--- src/piw_consts.svh ---
`ifndef PIW_CONSTS_SVH
`define PIW_CONSTS_SVH

// Register byte offsets on the APB
`define PIW_CSR_MASK_OFF    12'h0F8
`define PIW_CSR_OFFS_OFF    12'h0FC
`define PIW_SDRAM_MASK_OFF  12'h100
`define PIW_SDRAM_OFFS_OFF  12'h104

// Window field and disable bit positions
`define PIW_FLD_LSB         18
`define PIW_FLD_MSB         27
`define PIW_TOP_LSB         28
`define PIW_TOP_MSB         31
`define PIW_DIS_BIT         31

// Reset values
`define PIW_FLD_RST         10'h000
`define PIW_DIS_RST         1'b0
`define PIW_RDATA_RST       32'h0000_0000

`endif

--- src/piw_pkg.sv ---
`include "piw_consts.svh"

package piw_pkg;

  // APB request from the bus master
  typedef struct packed {
    logic        psel;
    logic        penable;
    logic        pwrite;
    logic [11:0] paddr;
    logic [31:0] pwdata;
  } piw_apb_req_t;

  // Targets of an inbound PCI access
  typedef enum logic {
    PIW_TGT_CSR,
    PIW_TGT_SDRAM
  } piw_target_t;

  // Inbound address to translate
  typedef struct packed {
    logic        valid;
    piw_target_t target;
    logic [31:0] addr;
  } piw_xlat_req_t;

  // Translated local address
  typedef struct packed {
    logic        valid;
    piw_target_t target;
    logic [31:0] addr;
  } piw_xlat_rsp_t;

endpackage

--- src/piw_window_xlat.sv ---
//  Contract
// [RULE1] Set CSR mask bit makes matching CSR BAR bit read-only zero.
// [RULE2] Software programs CSR mask only with listed legal window patterns.
// [RULE3] CSR local address bits come from offset where mask bit is zero.
// [RULE4] Set SDRAM mask bit makes matching SDRAM BAR bit read-only zero.
// [RULE5] SDRAM disable bit set makes SDRAM BAR bits 31:28 read-only zero.
// [RULE6] Software sets disable and all mask bits to advertise no window.
// [RULE7] Software programs SDRAM mask only with listed legal window patterns.
// [RULE8] SDRAM local address bits come from offset where mask bit is zero.
// [RULE9] Software writes SDRAM mask and offset before initialize-complete.
// [RULE10] Bits below 18 and masked bits pass through unchanged.
//
// The APB interface to the registers is this design's own decision.
`include "piw_consts.svh"

module piw_window_xlat (
  // Clock and reset
  input  wire logic                   ref_clk,
  input  wire logic                   rst_n,
  // APB slave
  input  wire piw_pkg::piw_apb_req_t  apbReq,
  output logic                        pready,
  output logic [31:0]                 prdata,
  output logic                        pslverr,
  // Inbound address translation
  input  wire piw_pkg::piw_xlat_req_t xlatReq,
  output piw_pkg::piw_xlat_rsp_t      xlatRsp,
  // Writable-bit masks for the two base address registers
  output logic [31:0]                 csrBarWrMask,
  output logic [31:0]                 sdramBarWrMask
);
  import piw_pkg::*;

  localparam int FW = `PIW_FLD_MSB - `PIW_FLD_LSB + 1;

  ////////////////////////////////////////////////////////////////////////////
  // APB slave: one wait state, so every answer comes from a flip-flop

  logic          pready_q, pready_d;
  logic [31:0]   prdata_q, prdata_d;
  logic          pslverr_q, pslverr_d;
  logic          wrEn;
  logic          addrHit;
  logic [31:0]   rdMux;

  logic [FW-1:0] csrMask_q, csrMask_d;
  logic [FW-1:0] csrOffs_q, csrOffs_d;
  logic [FW-1:0] sdrMask_q, sdrMask_d;
  logic [FW-1:0] sdrOffs_q, sdrOffs_d;
  logic          sdrDis_q, sdrDis_d;

  // Read decode; reserved bits read as zero
  always_comb begin
    rdMux   = 32'h0000_0000;
    addrHit = 1'b1;
    unique case (apbReq.paddr)
      `PIW_CSR_MASK_OFF:   rdMux[`PIW_FLD_MSB:`PIW_FLD_LSB] = csrMask_q;
      `PIW_CSR_OFFS_OFF:   rdMux[`PIW_FLD_MSB:`PIW_FLD_LSB] = csrOffs_q;
      `PIW_SDRAM_MASK_OFF: begin
        rdMux[`PIW_FLD_MSB:`PIW_FLD_LSB] = sdrMask_q;
        rdMux[`PIW_DIS_BIT]              = sdrDis_q;
      end
      `PIW_SDRAM_OFFS_OFF: rdMux[`PIW_FLD_MSB:`PIW_FLD_LSB] = sdrOffs_q;
      default:             addrHit = 1'b0;
    endcase
  end

  // Access completes on the edge that sees pready high
  assign wrEn = apbReq.psel & apbReq.penable & pready_q & apbReq.pwrite & addrHit;

  // Answer next state; pready is a single-cycle pulse per access
  always_comb begin
    pready_d  = apbReq.psel & apbReq.penable & ~pready_q;
    prdata_d  = pready_d & ~apbReq.pwrite ? rdMux : prdata_q;
    pslverr_d = pready_d & ~addrHit;
  end

  // Register write next state
  always_comb begin
    csrMask_d = csrMask_q;
    csrOffs_d = csrOffs_q;
    sdrMask_d = sdrMask_q;
    sdrOffs_d = sdrOffs_q;
    sdrDis_d  = sdrDis_q;
    if (wrEn) begin
      unique case (apbReq.paddr)
        `PIW_CSR_MASK_OFF:   csrMask_d = apbReq.pwdata[`PIW_FLD_MSB:`PIW_FLD_LSB];
        `PIW_CSR_OFFS_OFF:   csrOffs_d = apbReq.pwdata[`PIW_FLD_MSB:`PIW_FLD_LSB];
        `PIW_SDRAM_MASK_OFF: begin
          sdrMask_d = apbReq.pwdata[`PIW_FLD_MSB:`PIW_FLD_LSB];
          sdrDis_d  = apbReq.pwdata[`PIW_DIS_BIT];
        end
        `PIW_SDRAM_OFFS_OFF: sdrOffs_d = apbReq.pwdata[`PIW_FLD_MSB:`PIW_FLD_LSB];
        default:             sdrDis_d  = sdrDis_q;
      endcase
    end
  end

  // Bus and register state
  always_ff @(posedge ref_clk or negedge rst_n) begin
    if (!rst_n) begin
      pready_q  <= 1'b0;
      prdata_q  <= `PIW_RDATA_RST;
      pslverr_q <= 1'b0;
      csrMask_q <= `PIW_FLD_RST;
      csrOffs_q <= `PIW_FLD_RST;
      sdrMask_q <= `PIW_FLD_RST;
      sdrOffs_q <= `PIW_FLD_RST;
      sdrDis_q  <= `PIW_DIS_RST;
    end else begin
      pready_q  <= pready_d;
      prdata_q  <= prdata_d;
      pslverr_q <= pslverr_d;
      csrMask_q <= csrMask_d;
      csrOffs_q <= csrOffs_d;
      sdrMask_q <= sdrMask_d;
      sdrOffs_q <= sdrOffs_d;
      sdrDis_q  <= sdrDis_d;
    end
  end

  assign pready  = pready_q;
  assign prdata  = prdata_q;
  assign pslverr = pslverr_q;

  ////////////////////////////////////////////////////////////////////////////
  // Base address register writability, 1 = bit may be written

  logic [31:0] csrBar_q, csrBar_d;
  logic [31:0] sdrBar_q, sdrBar_d;

  // Legal mask patterns are not enforced; an odd pattern just gives an odd window
  always_comb begin
    csrBar_d = 32'hFFFF_FFFF;
    sdrBar_d = 32'hFFFF_FFFF;
    // [RULE1] CSR mask gating
    csrBar_d[`PIW_FLD_MSB:`PIW_FLD_LSB] = ~csrMask_q;
    // [RULE4] SDRAM mask gating
    sdrBar_d[`PIW_FLD_MSB:`PIW_FLD_LSB] = ~sdrMask_q;
    // [RULE5] Disable hides top bits
    sdrBar_d[`PIW_TOP_MSB:`PIW_TOP_LSB] = {4{~sdrDis_q}};
  end

  always_ff @(posedge ref_clk or negedge rst_n) begin
    if (!rst_n) begin
      csrBar_q <= 32'hFFFF_FFFF;
      sdrBar_q <= 32'hFFFF_FFFF;
    end else begin
      csrBar_q <= csrBar_d;
      sdrBar_q <= sdrBar_d;
    end
  end

  assign csrBarWrMask   = csrBar_q;
  assign sdramBarWrMask = sdrBar_q;

  ////////////////////////////////////////////////////////////////////////////
  // Inbound translation, one cycle of latency

  piw_xlat_rsp_t xlat_q, xlat_d;
  logic [FW-1:0] selMask;
  logic [FW-1:0] selOffs;

  // Mask bits keep the PCI bit, clear bits take the offset
  always_comb begin
    selMask = (xlatReq.target == PIW_TGT_CSR) ? csrMask_q : sdrMask_q;
    selOffs = (xlatReq.target == PIW_TGT_CSR) ? csrOffs_q : sdrOffs_q;
    xlat_d        = xlatReq;
    // [RULE3] CSR offset substitution
    // [RULE8] SDRAM offset substitution
    // [RULE10] Low and masked bits pass
    xlat_d.addr[`PIW_FLD_MSB:`PIW_FLD_LSB] =
      (xlatReq.addr[`PIW_FLD_MSB:`PIW_FLD_LSB] & selMask) | (selOffs & ~selMask);
  end

  always_ff @(posedge ref_clk or negedge rst_n) begin
    if (!rst_n) begin
      xlat_q <= '0;
    end else begin
      xlat_q <= xlat_d;
    end
  end

  assign xlatRsp = xlat_q;

  logic hitCsrMask;
  logic hitSdrMask;
  assign hitCsrMask = wrEn && apbReq.paddr == `PIW_CSR_MASK_OFF;
  assign hitSdrMask = wrEn && apbReq.paddr == `PIW_SDRAM_MASK_OFF;
endmodule

--- config.mk ---
export PLATFORM = sky130hd
export DESIGN_NAME = piw_window_xlat
export DESIGN_NICKNAME = d
export VERILOG_FILES = /design/src/piw_pkg.sv /design/src/piw_window_xlat.sv
export VERILOG_INCLUDE_DIRS = /design/src
export SDC_FILE = /design/constraint.sdc
export NUM_CORES = 1
export LEC_CHECK = 0
export BUFFER_PORTS_ARGS = -buffer_cell sky130_fd_sc_hd__buf_2
export CELL_PAD_IN_SITES_DETAIL_PLACEMENT = 0
export CELL_PAD_IN_SITES_GLOBAL_PLACEMENT = 1
export CORE_MARGIN = 4
export CORE_UTILIZATION = 36
export DETAILED_ROUTE_END_ITERATION = 8
export PLACE_DENSITY_LB_ADDON = 0.1
export SETUP_SLACK_MARGIN = 0.15
export SYNTH_ARGS = -nofsm -noshare
export SYNTH_HDL_FRONTEND = slang
export SYNTH_SLANG_ARGS = --single-unit
--- constraint.sdc ---
create_clock -name ref_clk -period 1.6 [get_ports ref_clk]
set_input_delay 0.24 -clock ref_clk [delete_from_list [all_inputs] [get_ports ref_clk]]
set_output_delay 0.24 -clock ref_clk [all_outputs]
set_load 0.05 [all_outputs]
Word-level counts from Yosys, hierarchy flattened:

Cells that the tools add are included.

* ROM bits: 0
* bits in writable memories: 0
* logic and storage cells: 44
* bits in latches: 0
* memories: 0
* bits in registers: 109

* shift operators: 0
* order comparisons: 0
* div/mod/pow operators: 0
* mux-type cells: 5
* bitwise logic cells: 17
* multiply operators: 0
* reductions and logical operators: 5
* add/sub/neg operators: 0
* eq/ne operators: 4

Operators with widths (number)
* $pmux W10 S4: 1
* $not A10 Y10: 3
* $eq A12 B8 Y1 const B: 2
* $eq A12 B9 Y1 const B: 2
* $and A10 B10 Y10: 2
* $mux W10: 2
* $or A10 B10 Y10: 1
* $reduce_and A2 Y1: 4
* $and A1 B1 Y1: 7
* $not A1 Y1: 4
* $reduce_or A4 Y1: 1
* $mux W1: 2

Logic depth before layout (Yosys ltp):

Gate-level depths: netlist (run 1).

* depth in word-level cells: 5
* gate-level depth with buffers: 6

Worst setup path after synthesis (run 1):

OpenSTA, ideal clock, no wires.

* path kind: reg2reg
* start: register pready_q (netlist: pready)
* end: register sdrMask_q[0]
* cell stages (with the launch flop): 6
* data arrival time: 1.683 ns
* buffers on the path: 1
* library setup time: 0.125 ns
* clock period less this slack: 1.808 ns
* required time: 1.475 ns
* slack: -0.208 ns
* path through: dfrtp_1 -> and4_1 -> nand2_4 -> nor2_4 -> buf_12 -> mux2_4

* longest elaborated chain between the ends: 4

RTL lines
* start, declared: line piw_window_xlat.sv:39 `logic pready_q, pready_d;`
* start signal, assigned: line piw_window_xlat.sv:111 `pready_q <= pready_d;`
* $and A1 B1 Y1 (3 in a row): line piw_window_xlat.sv:69 `assign wrEn = apbReq.psel & apbReq.penable & pready_q & apbReq.pwrite & addrHit;`
* $reduce_and A2 Y1 (no source line)
* end signal, assigned: line piw_window_xlat.sv:107 `` sdrMask_q <= `PIW_FLD_RST; ``
* end signal, assigned: line piw_window_xlat.sv:116 `sdrMask_q <= sdrMask_d;`
* end, declared: line piw_window_xlat.sv:48 `logic [FW-1:0] sdrMask_q, sdrMask_d;`

No other way between the ends.
A chain may end at the register's enable or synchronous reset.

Worst setup path after layout (run 1):

* start: register pready_q (netlist: pready)
* end: register sdrOffs_q[4]

* longest elaborated chain between the ends: 4

RTL lines
* $and A1 B1 Y1 (3 in a row): line piw_window_xlat.sv:69
* $reduce_and A2 Y1 (no source line)
* end signal, assigned: line piw_window_xlat.sv:108 `` sdrOffs_q <= `PIW_FLD_RST; ``
* end signal, assigned: line piw_window_xlat.sv:117 `sdrOffs_q <= sdrOffs_d;`
* end, declared: line piw_window_xlat.sv:49 `logic [FW-1:0] sdrOffs_q, sdrOffs_d;`

No other way between the ends.

==> impl_metrics.json, run 1 <==
{
  "status": "finished, final reports clean",
  "num_vias": 3192,
  "antenna_found_initial": 0,
  "switchingPower_mw": 1.63,
  "h-tree-depth": 3,
  "max_stage_delay_ps": 380,
  "cts_tree": "yes",
  "cp_data_arrival_time_ps": 1670,
  "nets": 620,
  "cp-end-kind": "register",
  "finalMaxSlewViolations": 0,
  "ys_ff_latch": 109,
  "netlist_instances": 362,
  "vias_per_cell": 4.45,
  "drc": 0,
  "core-area_mm2": 0.0132,
  "synthArstFlopShare_pct": 100,
  "intPower_mw": 4.71,
  "clockPowerShare_pct": 42.5,
  "layout_common_cells": "131 x buf_2, 87 x dfrtp_1, 61 x conb_1, 25 x mux2_4",
  "hpwl_um": 7970,
  "crit_chain": "and4_4 -> nand2_4 -> nor2_4 -> buf_4 -> mux2_2",
  "worst_hold_startpoint": "xlatReq[4]",
  "ctsRootBufferMaster": "clkbuf_16",
  "pwr-share-comb_pct": 13.1,
  "drive_gt1_share_pct": 46.1,
  "seqPwrFrac_pct": 44.4,
  "cp_top_family": "simple AND/OR/NAND/NOR gates",
  "path_clk_slew_ps": 70,
  "m1WireLength_um": 5100,
  "fp.dieH_um": 124,
  "wl_met3_um": 984,
  "highest_layer": "met4",
  "yosys_warnings": 0,
  "cts_buffers": 9,
  "seq_area_frac_synth_pct": 57.0,
  "dpl_cell_area_mm2": 0.00572,
  "io_buffers": 132,
  "drt_iter0_markers": 103,
  "hold_path_class": "input pin to register",
  "p_leak_nw": 3.08,
  "cap_violations": 0,
  "swShare_pct": 25.7,
  "pre_cts_slack_ps": -45.5,
  "cp.required_ps": 1820,
  "gp_congestion": 0.751,
  "num_antenna_cells": 0,
  "dieArea_mm2": 0.0153,
  "grt_max_degree": 47,
  "grt_pass1_wl_um": 16400,
  "powerDensity_mw_per_mm2": 1000,
  "dr_wl_met2_um": 4800,
  "start_util_pct": 36.6,
  "post-route-period-util_pct": 90.4,
  "rows": 42,
  "fin_worst_skew_ps": 6.41,
  "postLayoutCellArea_mm2": 0.00634,
  "rsz0062_at_grt": "true",
  "grt_pass1_vias": 3053,
  "timing.rr.start": "pready$_DFF_PN0_",
  "netlist_area_mm2": 0.00483,
  "critical_path_class": "register to register",
  "fin_crit_ps": 1450,
  "hold_violations": 0,
  "worstPathMaxFanout": 3,
  "grt_overflow": 0,
  "synth.avg_cell_area_um2": 13.3,
  "ys.flop_type": "dfrtp_1",
  "worst_slack_ps": 153,
  "track_usage_pct": 14.1,
  "clk_latency_ps": 340,
  "die_w_um": 124,
  "drt-pass1-iter-count": 4,
  "drt-total-wl_um": 11000,
  "start_kind": "register",
  "synth_edf_count": 0,
  "area_growth_pct": 31.2,
  "clock_sinks": 109,
  "io_pins": 215,
  "fmax_mhz": 691,
  "worst-path-buf-inv": 1,
  "synthDistinctLibCells": 35,
  "setup_violations": 0,
  "ant_nets": 0,
  "cp-startpoint": "pready$_DFF_PN0_",
  "cp_slowest_cell": "dfrtp_2",
  "irDropWorstVdd_uv": 576,
  "cts_max_path_buffers": 2,
  "wl_per_cell_um": 15.4,
  "final_common_cell": "buf_2"
}
[power by group through the flow]
stage	logic (mW)	clock network (mW)	registers (mW)
floorplan	0.494	0	3.04
global placement	0.783	0	2.86
detailed placement	0.787	0	2.87
CTS	0.822	2.79	2.81
global route	0.880	2.91	2.82
finish	0.831	2.70	2.81
[final cells by class]
type | count | area [um2]
multi-input cells | 218 | 1750
well taps | 176 | 220
clock inverters | 5 | 129
clock buffers | 11 | 243
inverters | 21 | 78.8
repair buffers | 178 | 1170
flip-flops and latches | 109 | 2760
fillers | 1209 | 6850
[worst paths after layout]
kind                                                end  slack (ps)  cells past startpoint
max                            sdrOffs_q[4]$_DFFE_PN0P_         150                      5
min reg2reg                sdramBarWrMask[19]$_DFF_PN1_         460                      1
min                                xlatRsp[4]$_DFF_PN0_          20                      1
min in group asynchronous         xlatRsp[14]$_DFF_PN0_         360                      2
max reg2reg                    sdrOffs_q[4]$_DFFE_PN0P_         150                      5
max in group asynchronous  sdramBarWrMask[23]$_DFF_PN1_         620                      3
[metrics by stage]
| step | TNS, ps | std cells | total power, mW | utilization [%] | hold WS [ps] |
|---|---|---|---|---|---|
| final | 0 | 718 | 6.34 | 48.1 | 15.4 |
| after global routing | 0 | 718 | 6.61 | 48.1 | 0.0311 |
| after CTS | 0 | 712 | 6.43 | 47.4 | 0.0547 |
| after detailed placement | -989 | 679 | 3.65 | 43.3 | 169 |
| after global placement | -792 | 679 | 3.65 | 43.3 | 168 |
| after floorplan | -436 | 421 | 3.53 | - | -55.6 |
[per-layer routing]
metal | global-route usage, % | up-vias
met2 | 21.4 | 158
met3 | 2.50 | 11
met1 | 20.2 | 1540
li1 | - | 1483
met4 | 5.19 | 0
met5 | 0 | -
[synthesized netlist by cell type, types with 2 or more instances]
cell       number  area share [%]
nand2_1         6            0.47
nor3_1          2            0.21
mux2i_1        22             4.6
nand3_1         2            0.21
mux2_2         31             7.2
nor4_4          2            0.88
dfstp_2        21              11
dfrtp_1        88              46
nor4b_4         2            0.98
inv_1          21             1.6
o2111ai_1       4            0.72
buf_4          65              10
mux2_4         10             3.1
clkbuf_1        4            0.31
nor2b_1        10             1.3
a22o_1         10             1.8
o22ai_1         6            0.78
a21oi_1        11             1.1
buf_2           3            0.31
nand4_1        13             1.7
nor2_4          3            0.70
conb_1          2            0.16
a211oi_1       10             1.6
nand2_4         3            0.70
[cells by family after synthesis]
kind of cell	Yosys count	synth area share, %
AOI/OAI and AO/OA	43	6.52
buffers and inverters	94	12.8
DFF	109	57.0
muxes	63	14.9
other	2	0.155
and+or+nand+nor	51	8.67
[flip-flops by register name (all words and copies together), names as in the netlist]
| name | cells |
|---|---|
| csrOffs_q | 10 |
| csrMask_q | 10 |
| prdata | 11 |
| sdrOffs_q | 10 |
| sdrDis_q | 1 |
| xlatRsp | 34 |
| sdramBarWrMask | 11 |
| csrBarWrMask | 10 |
| sdrMask_q | 10 |
| pslverr | 1 |
| pready | 1 |
[what timing repair did]
action | in CTS | in global routing
resized for setup | 0 | 6
endpoints found under the hold margin | 39 | 6
hold buffers | 16 | 6
endpoints found under the setup margin | 47 | 47
buffers inserted | 1 | 0
pin swaps | 1 | 1
Power figures use the tool's default switching activity.
==> run 2: changes to the inputs <==
- BUFFER_PORTS_ARGS: -buffer_cell sky130_fd_sc_hd__buf_2 -> -buffer_cell sky130_fd_sc_hd__clkbuf_2
==> run 2 against run 1 <==
Compared with the run above: first-iteration DRC count increased by 9.7%; final area shrank 2.2%; via count down 0.56%; sequential power about the same; cell count decreased by 1.4%; setup slack lost 7.6 ps; register-to-register slack about the same; core utilization down 1.1 points; count of clock-buffer cells in the layout increased by 3; critical endpoint is now prdata[21]$_DFFE_PN0P_.
==> impl_metrics.json, run 2 (synthesis gave the netlist of run 1 again) <==
{
  "clock_sinks": 109,
  "wl_per_cell_um": 15.5,
  "ctsRootBufferMaster": "clkbuf_16",
  "grt_overflow": 0,
  "fin_crit_ps": 1450,
  "largest_register_ffs": 34,
  "drc": 0,
  "p_leak_nw": 3.05,
  "nets": 610,
  "setup_violations": 0,
  "fp.dieH_um": 124,
  "hold_path_class": "input pin to register",
  "cap_violations": 0,
  "path_clk_slew_ps": 70,
  "worstPathMaxFanout": 12,
  "core-area_mm2": 0.0132,
  "grt_pass1_wl_um": 16100,
  "start_util_pct": 36.6,
  "cts_max_path_buffers": 2,
  "fin_worst_skew_ps": 7.91,
  "die_w_um": 124,
  "final_common_cell": "clkbuf_2",
  "area_growth_pct": 28.3,
  "dpl_cell_area_mm2": 0.00572,
  "io_pins": 215,
  "rsz0062_at_grt": "true",
  "h-tree-depth": 3,
  "cp.required_ps": 1830,
  "status": "finished, final reports clean",
  "grt_max_degree": 68,
  "io_buffers": 132,
  "powerDensity_mw_per_mm2": 962,
  "fmax_mhz": 688,
  "postLayoutCellArea_mm2": 0.00620,
  "worst_pin_slew_ps": 514,
  "rows": 42,
  "layout_common_cells": "131 x clkbuf_2, 87 x dfrtp_1, 61 x conb_1, 27 x mux2_4, 22 x mux2i_1",
  "hpwl_um": 7970,
  "cp_data_arrival_time_ps": 1680,
  "dieArea_mm2": 0.0153,
  "antenna_found_initial": 0,
  "irDropWorstVdd_uv": 549,
  "gp_congestion": 0.750,
  "num_antenna_cells": 0,
  "cp-end-kind": "register",
  "track_usage_pct": 13.8,
  "cts_tree": "yes",
  "post-route-period-util_pct": 90.9,
  "drt-total-wl_um": 11000,
  "num_vias": 3174,
  "hold_violations": 0,
  "grt_pass1_vias": 3031,
  "finalMaxSlewViolations": 0,
  "ant_nets": 0,
  "critical_path_class": "register to register",
  "max-slew-margin-rel_pct": 65.8,
  "clk_latency_ps": 340,
  "drive_gt1_share_pct": 47.0,
  "holdWs_ps": 13.1,
  "vias_per_cell": 4.48,
  "drt_iter0_markers": 113,
  "drt-pass1-iter-count": 4,
  "cts_buffers": 9,
  "start_kind": "register"
}
==> run 2: cell types whose count changed in the layout (fill, tap and decap cells not counted), moves of 2 or more <==
cell,delta
clkbuf_8,+3
buf_2,-131
clkbuf_2,+131
bufinv_16,-3
buf_6,+2
mux2_2,-2
mux2_4,+2
dlygate4sd3_1,-11
==> run 2: worst max-delay path, stage by stage, from the launching register on <==
cell and delay (ps):
dfrtp_2 420, or3_1 450, buf_4 230, a22o_1 240
==> run 2: layout make-up <==
| type | instances | area, um2 |
|---|---|---|
| Sequential cell | 109 | 2760 |
| Fill cell | 1258 | 6990 |
| Clock buffer | 14 | 284 |
| Tap cell | 176 | 220 |
| Multi-Input combinational cell | 218 | 1750 |
| Clock inverter | 2 | 38.8 |
| Timing Repair Buffer | 168 | 1070 |
| Inverter | 21 | 78.8 |
==> run 2: stage by stage <==
stage	setup slack [ps]	utilization (%)	setup TNS, ps	instances	power [mW]
after floorplan	-17.5	-	-436	421	3.53
after global placement	-19.4	43.3	-506	679	3.65
after detailed placement	-45.9	43.3	-1200	679	3.66
after CTS	157	46.7	0	707	6.05
after global routing	111	47.0	0	708	6.19
final	146	47.0	0	708	5.96
==> run 2: report_power, final <==
group          total (mW)  switching, mW  internal [mW]
combinational       0.811          0.662          0.150
clock                2.33          0.945           1.39
sequential           2.82         0.0119           2.80
==> run 2: path summary, 6_finish.rpt <==
check,start,end,slack (ps),cells after the start
min in group asynchronous,rst_n,xlatRsp[21]$_DFF_PN0_,460,3
worst min-delay path,xlatReq[16],xlatRsp[16]$_DFF_PN0_,10,1
worst max register to register,pready$_DFF_PN0_,prdata[21]$_DFFE_PN0P_,150,3
worst min register to register,sdrDis_q$_DFFE_PN0P_,sdramBarWrMask[28]$_DFF_PN1_,460,1
worst max-delay path,pready$_DFF_PN0_,prdata[21]$_DFFE_PN0P_,150,3
max in group asynchronous,rst_n,csrBarWrMask[22]$_DFF_PN1_,760,3
==> run 2: layer usage <==
layer	track usage, %	vias to the layer above	share of wire (%)
li1	-	1466	-
met1	19.7	1536	47
met2	21.1	161	43
met3	2.36	11	8.4
met4	5.19	0	1.5
met5	0	-	0
==> run 2: what timing repair did <==
item                       in CTS  in global routing
hold buffers                   10                  1
hold endpoints to repair       97                  1
setup endpoints to repair      42                 45
buffers inserted                2                  0
resized for setup               0                  9
pin swaps                       2                  1
==> run 3: changes to the inputs <==
- CORE_UTILIZATION: 36 -> 38
- CTS_BUF_LIST: default -> sky130_fd_sc_hd__clkbuf_2
- CTS_CLUSTER_DIAMETER: default -> 50
==> run 3 against run 2 <==
Compared with the run above: the run now ends with setup timing left; cell count up 5.5%; routed wire length up 11%; final area up 19%; critical path depth down 2.
==> impl_metrics.json, run 3 (synthesis gave the netlist of run 1 again) <==
{
  "status": "finished, violations left",
  "violations": "setup timing",
  "multiInputGateArea_mm2": 0.00181,
  "dpl.cell_count": 673,
  "drt-pass1-iter-count": 4,
  "cp-end-kind": "primary output",
  "path_clk_slew_ps": 260,
  "fmax_mhz": 606,
  "fp.dieH_um": 121,
  "cp.required_ps": 1360,
  "drt_iter0_markers": 175,
  "fill_cells": 982,
  "worst_slack_ps": -51.4,
  "max-slew-margin-rel_pct": 39.4,
  "cts_tree": "yes",
  "crit_chain": "clkbuf_8",
  "timing.setup.tns_ps": -307,
  "cp_slowest_cell": "dfstp_2",
  "rows": 40,
  "final_common_cell": "dfrtp_1",
  "track_usage_pct": 16.9,
  "die_w_um": 121,
  "finalMaxSlewViolations": 0,
  "h-tree-depth": 3,
  "dieArea_mm2": 0.0146,
  "powerDensity_mw_per_mm2": 685,
  "critical_path_class": "register to primary output",
  "ant_nets": 0,
  "gp_congestion": 0.758,
  "clk_latency_ps": 610,
  "ctsRootBufferMaster": "clkbuf_2",
  "fin_worst_skew_ps": 34.7,
  "irDropWorstVdd_uv": 344,
  "hold_violations": 0,
  "start_kind": "register",
  "hpwl_um": 7900,
  "drc": 0,
  "p_leak_nw": 3.55,
  "io_pins": 215,
  "grt_pass1_vias": 3513,
  "grt_pass1_wl_um": 19100,
  "cts_max_path_buffers": 2,
  "largest_register_ffs": 34,
  "worstPathMaxFanout": 4,
  "drive_gt1_share_pct": 45.1,
  "grt_overflow": 0,
  "instances_no_fill": 747,
  "grt_max_degree": 40,
  "cts_buffers": 9,
  "holdWs_ps": 118,
  "io_buffers": 132,
  "cp_top_family": "flip-flops",
  "core-area_mm2": 0.0122,
  "setup_violations": 14,
  "worst-path-buf-inv": 1,
  "worst_pin_slew_ps": 909,
  "max_stage_delay_ps": 640,
  "ff_latch_area_mm2": 0.00276,
  "vias_per_cell": 4.46,
  "post-route-period-util_pct": 103,
  "num_vias": 3332,
  "antenna_found_initial": 0,
  "start_util_pct": 39.6,
  "rsz0062_at_grt": "true",
  "nets": 657,
  "cap_violations": 0,
  "drt-total-wl_um": 12300,
  "wl_per_cell_um": 16.4,
  "fin_crit_ps": 1650,
  "num_antenna_cells": 0,
  "clock_sinks": 109,
  "area_growth_pct": 52.5,
  "layout_common_cells": "87 x dfrtp_1, 70 x clkbuf_2, 61 x conb_1, 48 x dlygate4sd3_1, 48 x buf_8",
  "hold_path_class": "input pin to register",
  "cp_data_arrival_time_ps": 1410
}
==> run 3: per-layer routing <==
layer	wire [um]	GRT usage, %	share of wire (%)	up-vias
li1	-	-	-	1561
met1	5570	22.1	45	1631
met2	5830	27.9	48	135
met3	801	5.33	6.5	5
met4	53	3.47	0.43	0
met5	0	0	0	-
==> run 3: final cells by class <==
| type | count | area share, % |
|---|---|---|
| flip-flops and latches | 109 | 37.4 |
| repair buffers | 215 | 32.7 |
| multi-input cells | 218 | 24.5 |
| well taps | 168 | 2.85 |
| inverters | 21 | 1.07 |
| clock inverters | 6 | 0.764 |
| clock buffers | 10 | 0.679 |
==> run 3: path summary, 6_finish.rpt <==
kind | startpoint | end | slack [ps] | cells after the start
min | apbReq[32] | prdata[31]$_DFFE_PN0P_ | 120 | 5
max reg2reg | pready$_DFF_PN0_ | prdata[22]$_DFFE_PN0P_ | 50 | 5
min reg2reg | sdrDis_q$_DFFE_PN0P_ | sdramBarWrMask[28]$_DFF_PN1_ | 450 | 1
min in group asynchronous | rst_n | sdramBarWrMask[18]$_DFF_PN1_ | 180 | 2
max | sdramBarWrMask[28]$_DFF_PN1_ | sdramBarWrMask[31] | -50 | 1
max in group asynchronous | rst_n | sdrMask_q[0]$_DFFE_PN0P_ | 470 | 3
==> run 3: what timing repair did <==
| action | CTS | global route |
|---|---|---|
| gates resized for setup | 178 | 62 |
| pin swaps | 8 | 3 |
| setup endpoints to repair | 113 | 142 |
| endpoints found under the hold margin | 174 | 0 |
| hold buffers | 49 | 0 |
| buffers inserted | 7 | 2 |
==> run 3: power breakdown <==
group / switching [mW] / internal (mW) / total [mW]
Clock: 0.958 / 0.248 / 1.21
Combinational: 0.685 / 0.310 / 0.995
Sequential: 0.0350 / 2.81 / 2.85
Total: 1.68 / 3.37 / 5.05
==> run 3: per-stage QoR <==
stage | power (mW) | cell area [um2] | util [%] | setup slack (ps)
6_report | 5.05 | 7370 | 60.3 | -51.4
5_1_grt | 5.29 | 7370 | 60.3 | -188
4_1_cts | 5.10 | 7250 | 59.3 | -140
3_5_place_dp | 3.66 | 5700 | 46.6 | -61.3
3_3_place_gp | 3.65 | 5700 | 46.6 | -30.5
2_1_floorplan | 3.53 | 5110 | - | -17.5
